**config.mk**
```make
export PLATFORM = sky130hd
export DESIGN_NAME = sdram_refresh_timer_config
export DESIGN_NICKNAME = d
export VERILOG_FILES = /design/src/refresh_timer_pkg.sv /design/src/sdram_refresh_timer_config.sv
export SDC_FILE = /design/constraint.sdc
export NUM_CORES = 1
export LEC_CHECK = 0
export ABC_AREA = 0
export BUFFER_PORTS_ARGS = -buffer_cell sky130_fd_sc_hd__buf_4
export CAP_MARGIN = 10
export CORE_UTILIZATION = 54
export DETAILED_ROUTE_END_ITERATION = 7
export GPL_TIMING_DRIVEN = 0
export PLACE_DENSITY = 0.78
export SLEW_MARGIN = 20
export SYNTH_ARGS = -nofsm -noshare
export SYNTH_HDL_FRONTEND = slang
export SYNTH_SLANG_ARGS = --single-unit
```
**constraint.sdc**
```tcl
create_clock -name CLK_SYS -period 2.65 [get_ports CLK_SYS]
set_clock_uncertainty 0.2 [all_clocks]
set_input_delay 0.1325 -clock CLK_SYS [delete_from_list [all_inputs] [get_ports CLK_SYS]]
set_output_delay 0.1325 -clock CLK_SYS [all_outputs]
set_load 0.05 [all_outputs]
```
**src/refresh_timer_pkg.sv**
```systemverilog
// Package with register map, field positions, reset values and tick select codes.
`default_nettype none
package refresh_timer_pkg;
    localparam int ADDR_W = 8;
    localparam logic [7:0] OFS_GEOMETRY = 8'h00;
    localparam logic [7:0] OFS_TIMER_CTRL = 8'h04;
    localparam logic [7:0] OFS_TICK_COUNT = 8'h08;
    localparam logic [7:0] OFS_PERIOD_LIMIT = 8'h0C;
    localparam logic [7:0] OFS_REFRESH_CTRL = 8'h10;
    localparam logic [7:0] OFS_IRQ_STATUS = 8'h14;
    localparam logic [7:0] OFS_IRQ_MASK = 8'h18;
    localparam logic [15:0] WRITE_KEY = 16'hA55A;
    localparam int KEY_LSB = 16;
    localparam int ROW_LSB = 3;
    localparam int COL_LSB = 0;
    localparam int CMF_BIT = 7;
    localparam int TICK_LSB = 3;
    localparam int REFRESH_ENABLE_BIT_BIT = 0;
    localparam int BURST_LSB = 1;
    localparam logic [4:0] GEOMETRY_RESET = 5'h00;
    localparam logic [2:0] TICK_SEL_RESET = 3'h0;
    localparam logic [7:0] COUNT_RESET = 8'h00;
    localparam logic [7:0] LIMIT_RESET = 8'h00;
    localparam logic [9:0] PRESCALE_RESET = 10'h000;
    localparam logic [1:0] RESP_OKAY = 2'h0;
    localparam logic [1:0] RESP_SLVERR = 2'h2;
    typedef enum logic [2:0] {
        TICK_STOP, TICK_DIV4, TICK_DIV16, TICK_DIV64, TICK_DIV256, TICK_DIV1024,
        TICK_RSVD6, TICK_RSVD7
    } tick_sel_t;
endpackage
`default_nettype wire

```
**src/sdram_refresh_timer_config.sv**
```systemverilog
// Geometry config, refresh timer with compare flag, refresh request and burst, AXI4-Lite slave.
//
// The register addresses and the AXI4-Lite interface to the registers were decided locally.
`default_nettype none
// Contract
// - Row field 00/01/10 gives 11/12/13 row bits; 11 forbidden.
// - Column field 00/01/10 gives 8/9/10 column bits; 11 forbidden.
// - Geometry bits 7..5 and 2 read zero; software writes zero.
// - Timer control writes take effect only with key in upper half.
// - Timer control bits 31..8 read zero; bits 15..8 written zero.
// - Compare flag sets when tick counter equals period limit, unless tick select is stop or a reserved code.
// - Flag clears on zero write only after a read saw it set.
// - Tick select picks stop or bus clock divided by 4..1024.
// - Timer control bit 6 reads zero; software writes zero.
// - Counter counts ticks, clears on match, wraps after 255.
// - Enabled match raises pending request; a match while one is unserved is dropped.
// - Each served request issues a burst of 1,2,4,6 or 8 refreshes.
module sdram_refresh_timer_config (
    // Clock, reset and enable.
    input wire logic CLK_SYS,
    input wire logic RESETN,
    input wire logic CLK_EN,
    // AXI4-Lite write channels.
    input wire logic [refresh_timer_pkg::ADDR_W-1:0] AWADDR,
    input wire logic AWVALID,
    output logic AWREADY,
    input wire logic [31:0] WDATA,
    input wire logic [3:0] WSTRB,
    input wire logic WVALID,
    output logic WREADY,
    output logic [1:0] BRESP,
    output logic BVALID,
    input wire logic BREADY,
    // AXI4-Lite read channels.
    input wire logic [refresh_timer_pkg::ADDR_W-1:0] ARADDR,
    input wire logic ARVALID,
    output logic ARREADY,
    output logic [31:0] RDATA,
    output logic [1:0] RRESP,
    output logic RVALID,
    input wire logic RREADY,
    // Refresh interface toward the command sequencer.
    input wire logic REFRESH_DONE,
    output logic REFRESH_STROBE,
    output logic REQUEST_PENDING,
    // Geometry decoded for the address mux.
    output logic [3:0] ROW_BITS,
    output logic [3:0] COL_BITS,
    // Interrupt.
    output logic IRQ
);
    import refresh_timer_pkg::*;

    logic [4:0] geometry;
    logic [2:0] tick_sel;
    logic compare_match_flag;
    logic cmf_seen;
    logic [7:0] tick_count;
    logic [7:0] period_limit;
    logic refresh_en;
    logic [2:0] burst_sel;
    logic [9:0] prescale;
    logic tick;
    logic match;
    logic [3:0] burst_left;
    logic [3:0] burst_total;
    logic irq_status;
    logic irq_mask;
    logic aw_held;
    logic w_held;
    logic [ADDR_W-1:0] aw_addr;
    logic [31:0] w_data;
    logic do_write;
    logic [31:0] next_rdata;
    logic next_rresp_err;
    logic key_ok;

    // Write address and data are captured independently, in either order.
    assign AWREADY = !aw_held && !BVALID;
    assign WREADY = !w_held && !BVALID;
    assign do_write = aw_held && w_held && !BVALID;
    assign key_ok = (w_data[31:KEY_LSB] == WRITE_KEY);

    always_ff @(posedge CLK_SYS or negedge RESETN) begin
        if (!RESETN) begin
            aw_held <= 1'b0;
            w_held <= 1'b0;
            aw_addr <= '0;
            w_data <= '0;
            BVALID <= 1'b0;
            BRESP <= RESP_OKAY;
        end else if (CLK_EN) begin
            if (AWVALID && AWREADY) begin
                aw_held <= 1'b1;
                aw_addr <= AWADDR;
            end
            if (WVALID && WREADY) begin
                w_held <= 1'b1;
                w_data <= WDATA;
            end
            if (do_write) begin
                aw_held <= 1'b0;
                w_held <= 1'b0;
                BVALID <= 1'b1;
                BRESP <= (aw_addr > OFS_IRQ_MASK || aw_addr[1:0] != 2'h0) ? RESP_SLVERR
                                                                          : RESP_OKAY;
            end else if (BVALID && BREADY) begin
                BVALID <= 1'b0;
            end
        end
    end

    // Geometry register; only the row and column fields are stored, reserved bits drop.
    // Byte strobes are not used: every write is taken as a whole word.
    always_ff @(posedge CLK_SYS or negedge RESETN) begin
        if (!RESETN) begin
            geometry <= GEOMETRY_RESET;
        end else if (CLK_EN && do_write && aw_addr == OFS_GEOMETRY) begin
            geometry <= {w_data[ROW_LSB+1:ROW_LSB], 1'b0, w_data[COL_LSB+1:COL_LSB]};
        end
    end

    // Row and column widths follow the two-bit codes; the forbidden code maps to zero.
    always_comb begin
        case (geometry[4:3])
            2'h0: ROW_BITS = 4'hB;
            2'h1: ROW_BITS = 4'hC;
            2'h2: ROW_BITS = 4'hD;
            default: ROW_BITS = 4'h0;
        endcase
        case (geometry[1:0])
            2'h0: COL_BITS = 4'h8;
            2'h1: COL_BITS = 4'h9;
            2'h2: COL_BITS = 4'hA;
            default: COL_BITS = 4'h0;
        endcase
    end

    // Keyed registers: tick select, counter and limit ignore writes without the key.
    always_ff @(posedge CLK_SYS or negedge RESETN) begin
        if (!RESETN) begin
            tick_sel <= TICK_SEL_RESET;
            period_limit <= LIMIT_RESET;
            refresh_en <= 1'b0;
            burst_sel <= 3'h0;
            irq_mask <= 1'b0;
        end else if (CLK_EN && do_write) begin
            if (aw_addr == OFS_TIMER_CTRL && key_ok) begin
                tick_sel <= w_data[TICK_LSB+2:TICK_LSB];
            end else if (aw_addr == OFS_PERIOD_LIMIT && key_ok) begin
                period_limit <= w_data[7:0];
            end else if (aw_addr == OFS_REFRESH_CTRL) begin
                refresh_en <= w_data[REFRESH_ENABLE_BIT_BIT];
                burst_sel <= w_data[BURST_LSB+2:BURST_LSB];
            end else if (aw_addr == OFS_IRQ_MASK) begin
                irq_mask <= w_data[0];
            end
        end
    end

    // Free-running prescaler; each tap ticks once per full division.
    always_ff @(posedge CLK_SYS or negedge RESETN) begin
        if (!RESETN) begin
            prescale <= PRESCALE_RESET;
        end else if (CLK_EN) begin
            prescale <= prescale + 10'h001;
        end
    end

    always_comb begin
        case (tick_sel)
            TICK_DIV4: tick = (prescale[1:0] == 2'h3);
            TICK_DIV16: tick = (prescale[3:0] == 4'hF);
            TICK_DIV64: tick = (prescale[5:0] == 6'h3F);
            TICK_DIV256: tick = (prescale[7:0] == 8'hFF);
            TICK_DIV1024: tick = (prescale == 10'h3FF);
            default: tick = 1'b0;
        endcase
    end

    assign match = (tick_count == period_limit) && tick_sel != TICK_STOP
                   && tick_sel != TICK_RSVD6 && tick_sel != TICK_RSVD7;

    // Counter clears on match and wraps naturally after 255.
    always_ff @(posedge CLK_SYS or negedge RESETN) begin
        if (!RESETN) begin
            tick_count <= COUNT_RESET;
        end else if (CLK_EN) begin
            if (do_write && aw_addr == OFS_TICK_COUNT && key_ok) begin
                tick_count <= w_data[7:0];
            end else if (match) begin
                tick_count <= COUNT_RESET;
            end else if (tick) begin
                tick_count <= tick_count + 8'h01;
            end
        end
    end

    // Flag: the match wins over a clearing write in the same cycle.
    always_ff @(posedge CLK_SYS or negedge RESETN) begin
        if (!RESETN) begin
            compare_match_flag <= 1'b0;
            cmf_seen <= 1'b0;
        end else if (CLK_EN) begin
            if (match) begin
                compare_match_flag <= 1'b1;
            end else if (do_write && aw_addr == OFS_TIMER_CTRL && key_ok
                         && !w_data[CMF_BIT] && cmf_seen) begin
                compare_match_flag <= 1'b0;
                cmf_seen <= 1'b0;
            end
            if (ARVALID && ARREADY && ARADDR == OFS_TIMER_CTRL && compare_match_flag) begin
                cmf_seen <= 1'b1;
            end
        end
    end

    // Request pends until served; a new match just re-asserts it, so none stack up.
    // Burst counter walks the refresh strobes one per acknowledged refresh.
    always_comb begin
        case (burst_sel)
            3'h0: burst_total = 4'h1;
            3'h1: burst_total = 4'h2;
            3'h2: burst_total = 4'h4;
            3'h3: burst_total = 4'h6;
            default: burst_total = 4'h8;
        endcase
    end

    always_ff @(posedge CLK_SYS or negedge RESETN) begin
        if (!RESETN) begin
            REQUEST_PENDING <= 1'b0;
            burst_left <= 4'h0;
        end else if (CLK_EN) begin
            if (burst_left != 4'h0 && REFRESH_DONE) begin
                burst_left <= burst_left - 4'h1;
            end else if (burst_left == 4'h0 && REQUEST_PENDING) begin
                burst_left <= burst_total;
                REQUEST_PENDING <= 1'b0;
            end
            if (match && refresh_en) begin
                REQUEST_PENDING <= 1'b1;
            end
        end
    end
    assign REFRESH_STROBE = (burst_left != 4'h0);

    // Sticky interrupt status, cleared by writing one; set wins.
    always_ff @(posedge CLK_SYS or negedge RESETN) begin
        if (!RESETN) begin
            irq_status <= 1'b0;
        end else if (CLK_EN) begin
            if (match) begin
                irq_status <= 1'b1;
            end else if (do_write && aw_addr == OFS_IRQ_STATUS && w_data[0]) begin
                irq_status <= 1'b0;
            end
        end
    end
    assign IRQ = irq_status && irq_mask;

    // Read decode; unused and reserved bits read zero.
    always_comb begin
        next_rdata = 32'h0000_0000;
        next_rresp_err = 1'b0;
        if (ARADDR == OFS_GEOMETRY) begin
            next_rdata[4:0] = geometry;
        end else if (ARADDR == OFS_TIMER_CTRL) begin
            next_rdata[7:0] = {compare_match_flag, 1'b0, tick_sel, 3'h0};
        end else if (ARADDR == OFS_TICK_COUNT) begin
            next_rdata[7:0] = tick_count;
        end else if (ARADDR == OFS_PERIOD_LIMIT) begin
            next_rdata[7:0] = period_limit;
        end else if (ARADDR == OFS_REFRESH_CTRL) begin
            next_rdata[3:0] = {burst_sel, refresh_en};
        end else if (ARADDR == OFS_IRQ_STATUS) begin
            next_rdata[0] = irq_status;
        end else if (ARADDR == OFS_IRQ_MASK) begin
            next_rdata[0] = irq_mask;
        end else begin
            next_rresp_err = 1'b1;
        end
    end

    assign ARREADY = !RVALID;

    always_ff @(posedge CLK_SYS or negedge RESETN) begin
        if (!RESETN) begin
            RVALID <= 1'b0;
            RDATA <= 32'h0000_0000;
            RRESP <= RESP_OKAY;
        end else if (CLK_EN) begin
            if (ARVALID && ARREADY) begin
                RVALID <= 1'b1;
                RDATA <= next_rdata;
                RRESP <= next_rresp_err ? RESP_SLVERR : RESP_OKAY;
            end else if (RVALID && RREADY) begin
                RVALID <= 1'b0;
            end
        end
    end

    // Assertions on the timer and flag path.
    a_match_sets_flag: assert property (@(posedge CLK_SYS) disable iff (!RESETN)
        CLK_EN && match |=> compare_match_flag)
        else $error("flag not set on match");
    a_match_clears_count: assert property (@(posedge CLK_SYS) disable iff (!RESETN)
        CLK_EN && match && !do_write |=> tick_count == 8'h00)
        else $error("counter not cleared on match");
    a_count_wraps: assert property (@(posedge CLK_SYS) disable iff (!RESETN)
        CLK_EN && tick && !match && !do_write && tick_count == 8'hFF
        |=> tick_count == 8'h00) else $error("counter did not wrap after 255");
    a_stop_holds_count: assert property (@(posedge CLK_SYS) disable iff (!RESETN)
        CLK_EN && tick_sel inside {3'h0, 3'h6, 3'h7} && !do_write |=> $stable(tick_count))
        else $error("counter moved while stopped");
    a_unkeyed_ignored: assert property (@(posedge CLK_SYS) disable iff (!RESETN)
        CLK_EN && do_write && aw_addr == OFS_TIMER_CTRL && !key_ok |=> $stable(tick_sel))
        else $error("unkeyed write took effect");
    a_flag_clear_needs_read: assert property (@(posedge CLK_SYS) disable iff (!RESETN)
        $fell(compare_match_flag) |-> $past(cmf_seen))
        else $error("flag cleared without read");
    // A low clock enable must hold the tick counter, prescaler and compare flag where they stand.
    a_freeze_holds: assert property (@(posedge CLK_SYS) disable iff (!RESETN)
        !CLK_EN |=> $stable(tick_count) && $stable(prescale) && $stable(compare_match_flag))
        else $error("state moved while clock enable low");

    // Assertions on read-back and geometry decode.
    a_ctrl_upper_zero: assert property (@(posedge CLK_SYS) disable iff (!RESETN)
        ARADDR == OFS_TIMER_CTRL |-> next_rdata[31:8] == 24'h0 && !next_rdata[6])
        else $error("reserved control bits nonzero");
    a_geom_reserved_zero: assert property (@(posedge CLK_SYS) disable iff (!RESETN)
        ARADDR == OFS_GEOMETRY |-> next_rdata[7:5] == 3'h0 && !next_rdata[2])
        else $error("reserved geometry bits nonzero");
    a_row_width: assert property (@(posedge CLK_SYS) disable iff (!RESETN)
        geometry[4:3] == 2'h1 |-> ROW_BITS == 4'hC)
        else $error("row width wrong");
    a_col_width: assert property (@(posedge CLK_SYS) disable iff (!RESETN)
        geometry[1:0] == 2'h2 |-> COL_BITS == 4'hA)
        else $error("col width wrong");

    // Assertions on the refresh request and burst path.
    a_request_on_match: assert property (@(posedge CLK_SYS) disable iff (!RESETN)
        CLK_EN && match && refresh_en |=> REQUEST_PENDING)
        else $error("match raised no request");
    a_burst_loads: assert property (@(posedge CLK_SYS) disable iff (!RESETN)
        CLK_EN && burst_left == 4'h0 && REQUEST_PENDING |=> burst_left == $past(burst_total))
        else $error("burst not loaded from pending request");
    a_done_consumes: assert property (@(posedge CLK_SYS) disable iff (!RESETN)
        CLK_EN && burst_left != 4'h0 && REFRESH_DONE |=> burst_left == $past(burst_left) - 4'h1)
        else $error("refresh done did not consume one strobe");
endmodule // sdram_refresh_timer_config
`default_nettype wire

```
# Word-level counts from Yosys, hierarchy flattened
# Index checks and enable logic that the tools add are counted.
[classes]
n_addsub = 3
order_cmp = 1
eq_ne = 35
n_mux = 45
bitwise_logic = 3
reduce_logical = 73
[ops]
columns = ["cell", "count"]
rows = [
  ["8-bit by 5-bit equality test with 1-bit output, second input constant", 6],
  ["8-bit 2-to-1 mux", 5],
  ["8-bit by 4-bit equality test with 1-bit output, second input constant", 4],
  ["1-bit logical AND", 30],
  ["1-bit 2-to-1 mux", 27],
  ["2-bit AND reduction", 13],
  ["4-bit case mux with 3 select lines", 2],
  ["2-bit nonzero test", 10],
  ["16-bit equality test, second input constant", 1],
  ["8-bit by 3-bit equality test with 1-bit output, second input constant", 2],
  ["8-bit zero test", 2],
  ["4-bit 2-to-1 mux", 4],
  ["4-bit case mux with 4 select lines", 1],
  ["3-bit by 2-bit equality test with 1-bit output, second input constant", 4],
  ["10-bit by 1-bit adder with 10-bit output, second input constant", 1],
  ["10-bit equality test, second input constant", 1],
  ["3-bit AND reduction", 3],
  ["8-bit by 1-bit adder with 8-bit output, second input constant", 1],
  ["8-bit equality test", 1],
  ["8-bit equality test, second input constant", 1],
  ["8-bit by 5-bit > comparator with 1-bit output, second input constant", 1],
  ["2-bit equality test, second input constant", 3],
  ["3-bit by 1-bit equality test with 1-bit output, second input constant", 2],
  ["3-bit equality test, second input constant", 2],
  ["other kinds (20)", 33],
]
[totals]
regBits = 102
inputBits = 61
out_inout_bits = 52
word_cells = 182

# Depth between registers and ports, before layout
[logic_depth]
word_depth = 9
ltp_mapped = 8
depth_no_buf = 8

# Worst setup path before layout
# Ideal clock, no wire load.
[synth_timing]
path_type = "reg-to-reg"
from = "register BVALID"
to = "register cmf_seen"
setup_time_ns = 0.118
arrival_ns = 1.941
required_ns = 2.332
path_slack_ns = 0.391
stages_incl_launch_ff = 8
path_buffers = 1
synth_period_minus_slack_ns = 2.259
path_cell_list = "dfrtp_1 > nor3_1 > and2b_1 > nor2b_1 > and2_1 > buf_6 > or3b_1 > a21o_1"
[synth_between]
elab_chain_len = 8
[synth_lines]
columns = ["element", "line", "text"]
rows = [
  ["start: declaration", "sdram_refresh_timer_config.sv:32", "output logic BVALID,"],
  ["start signal: assignment", "sdram_refresh_timer_config.sv:90", "BVALID <= 1'b0;"],
  ["start signal: assignment", "sdram_refresh_timer_config.sv:104", "BVALID <= 1'b1;"],
  ["start signal: assignment", "sdram_refresh_timer_config.sv:108", "BVALID <= 1'b0;"],
  ["1-bit zero test", "sdram_refresh_timer_config.sv:81", "assign do_write = aw_held && w_held && !BVALID;"],
  ["1-bit logical AND", "sdram_refresh_timer_config.sv:81", ""],
  ["1-bit logical AND (2 in series)", "sdram_refresh_timer_config.sv:207", "end else if (do_write && aw_addr == OFS_TIMER_CTRL && key_ok"],
  ["1-bit logical AND (2 in series)", "sdram_refresh_timer_config.sv:208", "&& !w_data[CMF_BIT] && cmf_seen) begin"],
  ["2-bit nonzero test (no source line)", "n/a", ""],
  ["3-bit AND reduction (no source line)", "n/a", ""],
  ["end signal: assignment", "sdram_refresh_timer_config.sv:203", "cmf_seen <= 1'b0;"],
  ["end signal: assignment", "sdram_refresh_timer_config.sv:210", "cmf_seen <= 1'b0;"],
  ["end signal: assignment", "sdram_refresh_timer_config.sv:213", "cmf_seen <= 1'b1;"],
  ["end: declaration", "sdram_refresh_timer_config.sv:57", "logic cmf_seen;"],
]
# No other way between the ends.
# A chain may end at the register's enable or synchronous reset.

# Worst setup path in the final report
[layout_timing]
from = "input port CLK_EN"
to = "register w_data[28]"
[layout_between]
elab_chain_len = 1
[layout_lines]
columns = ["element", "line", "text"]
rows = [
  ["start: declaration", "sdram_refresh_timer_config.sv:22", "input wire logic CLK_EN,"],
  ["2-bit AND reduction (no source line)", "n/a", ""],
  ["end signal: assignment", "sdram_refresh_timer_config.sv:89", "w_data <= '0;"],
  ["end signal: assignment", "sdram_refresh_timer_config.sv:99", "w_data <= WDATA;"],
  ["end: declaration", "sdram_refresh_timer_config.sv:72", "logic [31:0] w_data;"],
]
# No other way between the ends.

==> flow_summary.yaml <==
run_status:
  run_status: "complete, no violations"
final_layout:
  finalInstanceArea_sq_um: 6220
  fillers: 545
  ratio_of_cells_with_drive_above_1_in_the_final_layout_pct: 33.2
  layout.area.seq_sq_um: 2300
  antenna_cells: 0
  multi_input_gate_area_in_the_final_layout_sq_um: 2230
  area_growth_syn_to_layout_pct: 30.5
  final_nets: 650
  stdcell_count: 692
critical_path:
  setup.worst_path.start_class: "input pin"
  cp-end-kind: "flip-flop"
  worst-endpoint-required_ns: 2.70
  worstSetupPathType: "input pin to flip-flop"
  worstPathArrival_ns: 2.54
  reg2reg_from: "tick_sel[2]"
  critical_path.startpoint: "CLK_EN"
  critical_path_peak_fanout: 10
clock_tree:
  cts_root_buf: "sky130_fd_sc_hd__clkbuf_8"
  clock_tree.buffer_depth: 2
  cts_post_setup_buffers_inserted: 0
  cts_tree: "yes"
  cts_htree_levels: 3
  tritoncts.num_buffers: 9
  cts.clk_slew.worst_paths_ns: 0.09
  clk_latency_ns: 0.36
  number_of_clock_sinks: 92
logic_synthesis:
  synthMuxAreaShare_pct: 15.0
  top_cells_by_count_synth: "92 x sky130_fd_sc_hd__dfrtp_1, 56 x sky130_fd_sc_hd__mux2_2, 33 x sky130_fd_sc_hd__nand2_1"
  synthesized_instance_count: 435
  synth-simple-area-share_pct: 15.8
  post_synth_edffs: 0
  synth_top_cells_by_area: "sky130_fd_sc_hd__dfrtp_1 48%, sky130_fd_sc_hd__mux2_2 13%, sky130_fd_sc_hd__buf_4 4.4%, sky130_fd_sc_hd__nand2_1 2.6%, sky130_fd_sc_hd__xor2_1 2.2%"
  portion_of_synthesized_cell_area_occupied_by_the_leading_cell_type_pct: 48.3
  synth.lib_cells_used.distinct: 63
  synth-main-ff-cell: "sky130_fd_sc_hd__dfrtp_1"
  ys_async_sr_fraction_pct: 100
  warnings_synthesis: 0
  largest_family_of_logic_cells_by_synthesized_area: "simple AND/OR/NAND/NOR gates"
  yosys_register_bits: 92
  synth.yosys.seq_area_share_pct: 48.3
  post-synth-top-area-cell: "sky130_fd_sc_hd__dfrtp_1"
  avgSynthCellArea_sq_um: 11.0
  post_synth_xor_area_fraction_pct: 3.13
  synth_fa_ha_area_share_pct: 1.84
  synth_compound_gate_area_share_pct: 8.90
  yosys.cell_count.top_type: "sky130_fd_sc_hd__dfrtp_1"
  synth.cell_area_sq_um: 4760
hold_path:
  min_path_type: "input pin to flip-flop"
  holdCritStartpoint: "ARADDR[0]"
die:
  initial_utilization_pct: 56.8
  placement_rows: 33
  core_region_area_sq_um: 8380
  boundaryPins: 113
  die_w_microns: 95.9
  die-height_microns: 95.9
  die_area_sq_um: 9200
placement:
  detailed_place_hpwl_microns: 7680
  place_area_sq_um: 5510
  place.detailed.instances: 635
  buffer_ports.inserted: 69
  place_congestion: 0.842
detailed_routing:
  via_count_of_the_routed_design: 3774
  drt-total-wl_microns: 11100
  ant_nets: 0
  vias_per_cell: 5.45
  drc: 0
  drt-wirelength-per-cell_microns: 16.1
  first_iter_violations: 243
  drt_pre_antenna_iters: 4
pwr:
  power-per-cell-area_nw_per_um2: 779
  p_int_uw: 3220
  power.share.clock_pct: 27.2
  power.ir.vdd_worst_mv: 0.594
  power_frac_seq_pct: 44.9
  power.share.combinational_pct: 27.9
  total_power_uw: 4840
  switchingPower_uw: 1630
  p_leak_uw: 0.00295
  power.switching_fraction_pct: 33.6
sta:
  timing_max_transition_violations_final: 0
  timing.final.crit_period_ns: 2.50
  max_clock_freq_mhz: 400
  setup_repair_after_global_routing_missed_its_margin: "false"
  worstMarginPinSlew_ns: 0.806
  timing.slew.headroom_pct: 46.3
  finalHoldWorstSlack_ns: 0.0153
  setup_total_negative_slack_ns: 0
  part_of_the_cycle_the_worst_path_needs_pct: 94.2
  report.final.setup_viol: 0
  hold_viol_final: 0
global_routing:
  grt_start_max_net_pins: 93
  grt_usage_pct: 26.4
  first_global_vias: 3815
  grt_first_pass_wirelength_microns: 18100
  antenna_found_initial: 0
  grt_overflow_total: 0
job:
  maxcap_viol_count: 0
layout by cell type, fill, tap and decap left out, types with 5 or more instances in the layout:
master	synthesis	final
sky130_fd_sc_hd__nand2_1	33	33
sky130_fd_sc_hd__xor2_1	12	12
sky130_fd_sc_hd__a31oi_1	6	6
sky130_fd_sc_hd__o31ai_1	7	7
sky130_fd_sc_hd__o211ai_1	7	7
sky130_fd_sc_hd__nor3_1	6	6
sky130_fd_sc_hd__and3_1	10	10
sky130_fd_sc_hd__mux2_2	56	56
sky130_fd_sc_hd__nor2_1	20	20
sky130_fd_sc_hd__inv_1	10	10
sky130_fd_sc_hd__dlygate4sd3_1	0	41
sky130_fd_sc_hd__conb_1	1	27
sky130_fd_sc_hd__buf_4	28	96
sky130_fd_sc_hd__mux2i_1	6	6
sky130_fd_sc_hd__xnor2_1	5	5
sky130_fd_sc_hd__bufinv_16	0	5
sky130_fd_sc_hd__o21ai_0	10	10
sky130_fd_sc_hd__dfrtp_1	92	92
sky130_fd_sc_hd__nand4_1	5	5
sky130_fd_sc_hd__and2_1	5	5
sky130_fd_sc_hd__ha_1	7	7
sky130_fd_sc_hd__a21oi_1	14	14
sky130_fd_sc_hd__clkbuf_8	0	9
sky130_fd_sc_hd__clkbuf_1	9	10
sky130_fd_sc_hd__nand3_1	16	16
stage by stage:
stage / util (%) / setup WS (ns)
5_1_grt: 74.2 / 0.0143
4_1_cts: 74.1 / 0.109
6_report: 74.2 / 0.153
3_3_place_gp: 65.8 / 0.349
3_5_place_dp: 65.8 / 0.281
2_1_floorplan: - / 0.391
power groups by stage:
stage / clock network, uW / logic, uW / registers [uW]
CTS: 1330 / 1340 / 2160
floorplan: 0 / 927 / 2110
detailed placement: 0 / 1290 / 2180
finish: 1320 / 1350 / 2180
global placement: 0 / 1250 / 2150
global route: 1380 / 1470 / 2220
cells by family (layout without fill, tap and decap cells):
logic type	count (synthesis)	in the layout
xor gates and xnor gates	17	17
other	1	27
and+or+nand+nor	135	135
AOI/OAI and AO/OA	64	64
buffers and inverters	56	182
DFF	92	92
muxes	63	63
adders and majority gates	7	7
state kept, by name (all words and copies together), names as in the netlist, 3 cells and up:
register	cells
prescale	10
tick_sel	3
aw_addr	8
tick_count	8
burst_sel	3
period_limit	8
w_data	24
RDATA	8
geometry	4
burst_left	4
worst max-delay path, cell delays in order:
cell and delay, ns:
sky130_fd_sc_hd__dlygate4sd3_1 0.52, sky130_fd_sc_hd__buf_2 0.25, sky130_fd_sc_hd__clkinvlp_4 0.28, sky130_fd_sc_hd__nor2_1 0.28, sky130_fd_sc_hd__nand2_1 0.11, sky130_fd_sc_hd__nor2_2 0.26, sky130_fd_sc_hd__buf_2 0.32, sky130_fd_sc_hd__mux2_2 0.39
cell type report:
cell class | count | share of cell area, %
multi-input combinational | 313 | 35.9
timing repair buffer | 110 | 15.0
clock buffer | 10 | 2.05
inverter | 11 | 0.725
clock inverter | 6 | 2.56
tap | 105 | 2.11
buffer | 45 | 4.65
sequential | 92 | 37.0
per-layer routing:
layer | up-vias | share of wire [%] | global-route usage (%)
li1 | 1795 | - | -
met4 | 0 | 2.6 | 11.7
met2 | 140 | 51 | 46.0
met1 | 1813 | 41 | 30.8
met3 | 26 | 6.0 | 6.48
met5 | - | 0 | 0
path summary, 6_finish.rpt:
path	end	slack [ns]	cells past startpoint
max in group asynchronous	REQUEST_PENDING	1.50	2
worst max register to register	tick_count[5]	0.33	6
worst max-delay path	w_data[28]	0.15	8
worst min register to register	prescale[9]	0.28	1
worst min-delay path	RDATA[2]	0.02	4
min in group asynchronous	RDATA[2]	0.21	2
what timing repair did:
item / in CTS / in global routing
resized for setup: 0 / 1
hold buffers: 41 / 0
endpoints found under the hold margin: 131 / 0
endpoints found under the setup margin: 0 / 20
Note: power is estimated with default switching activity, not from simulation.
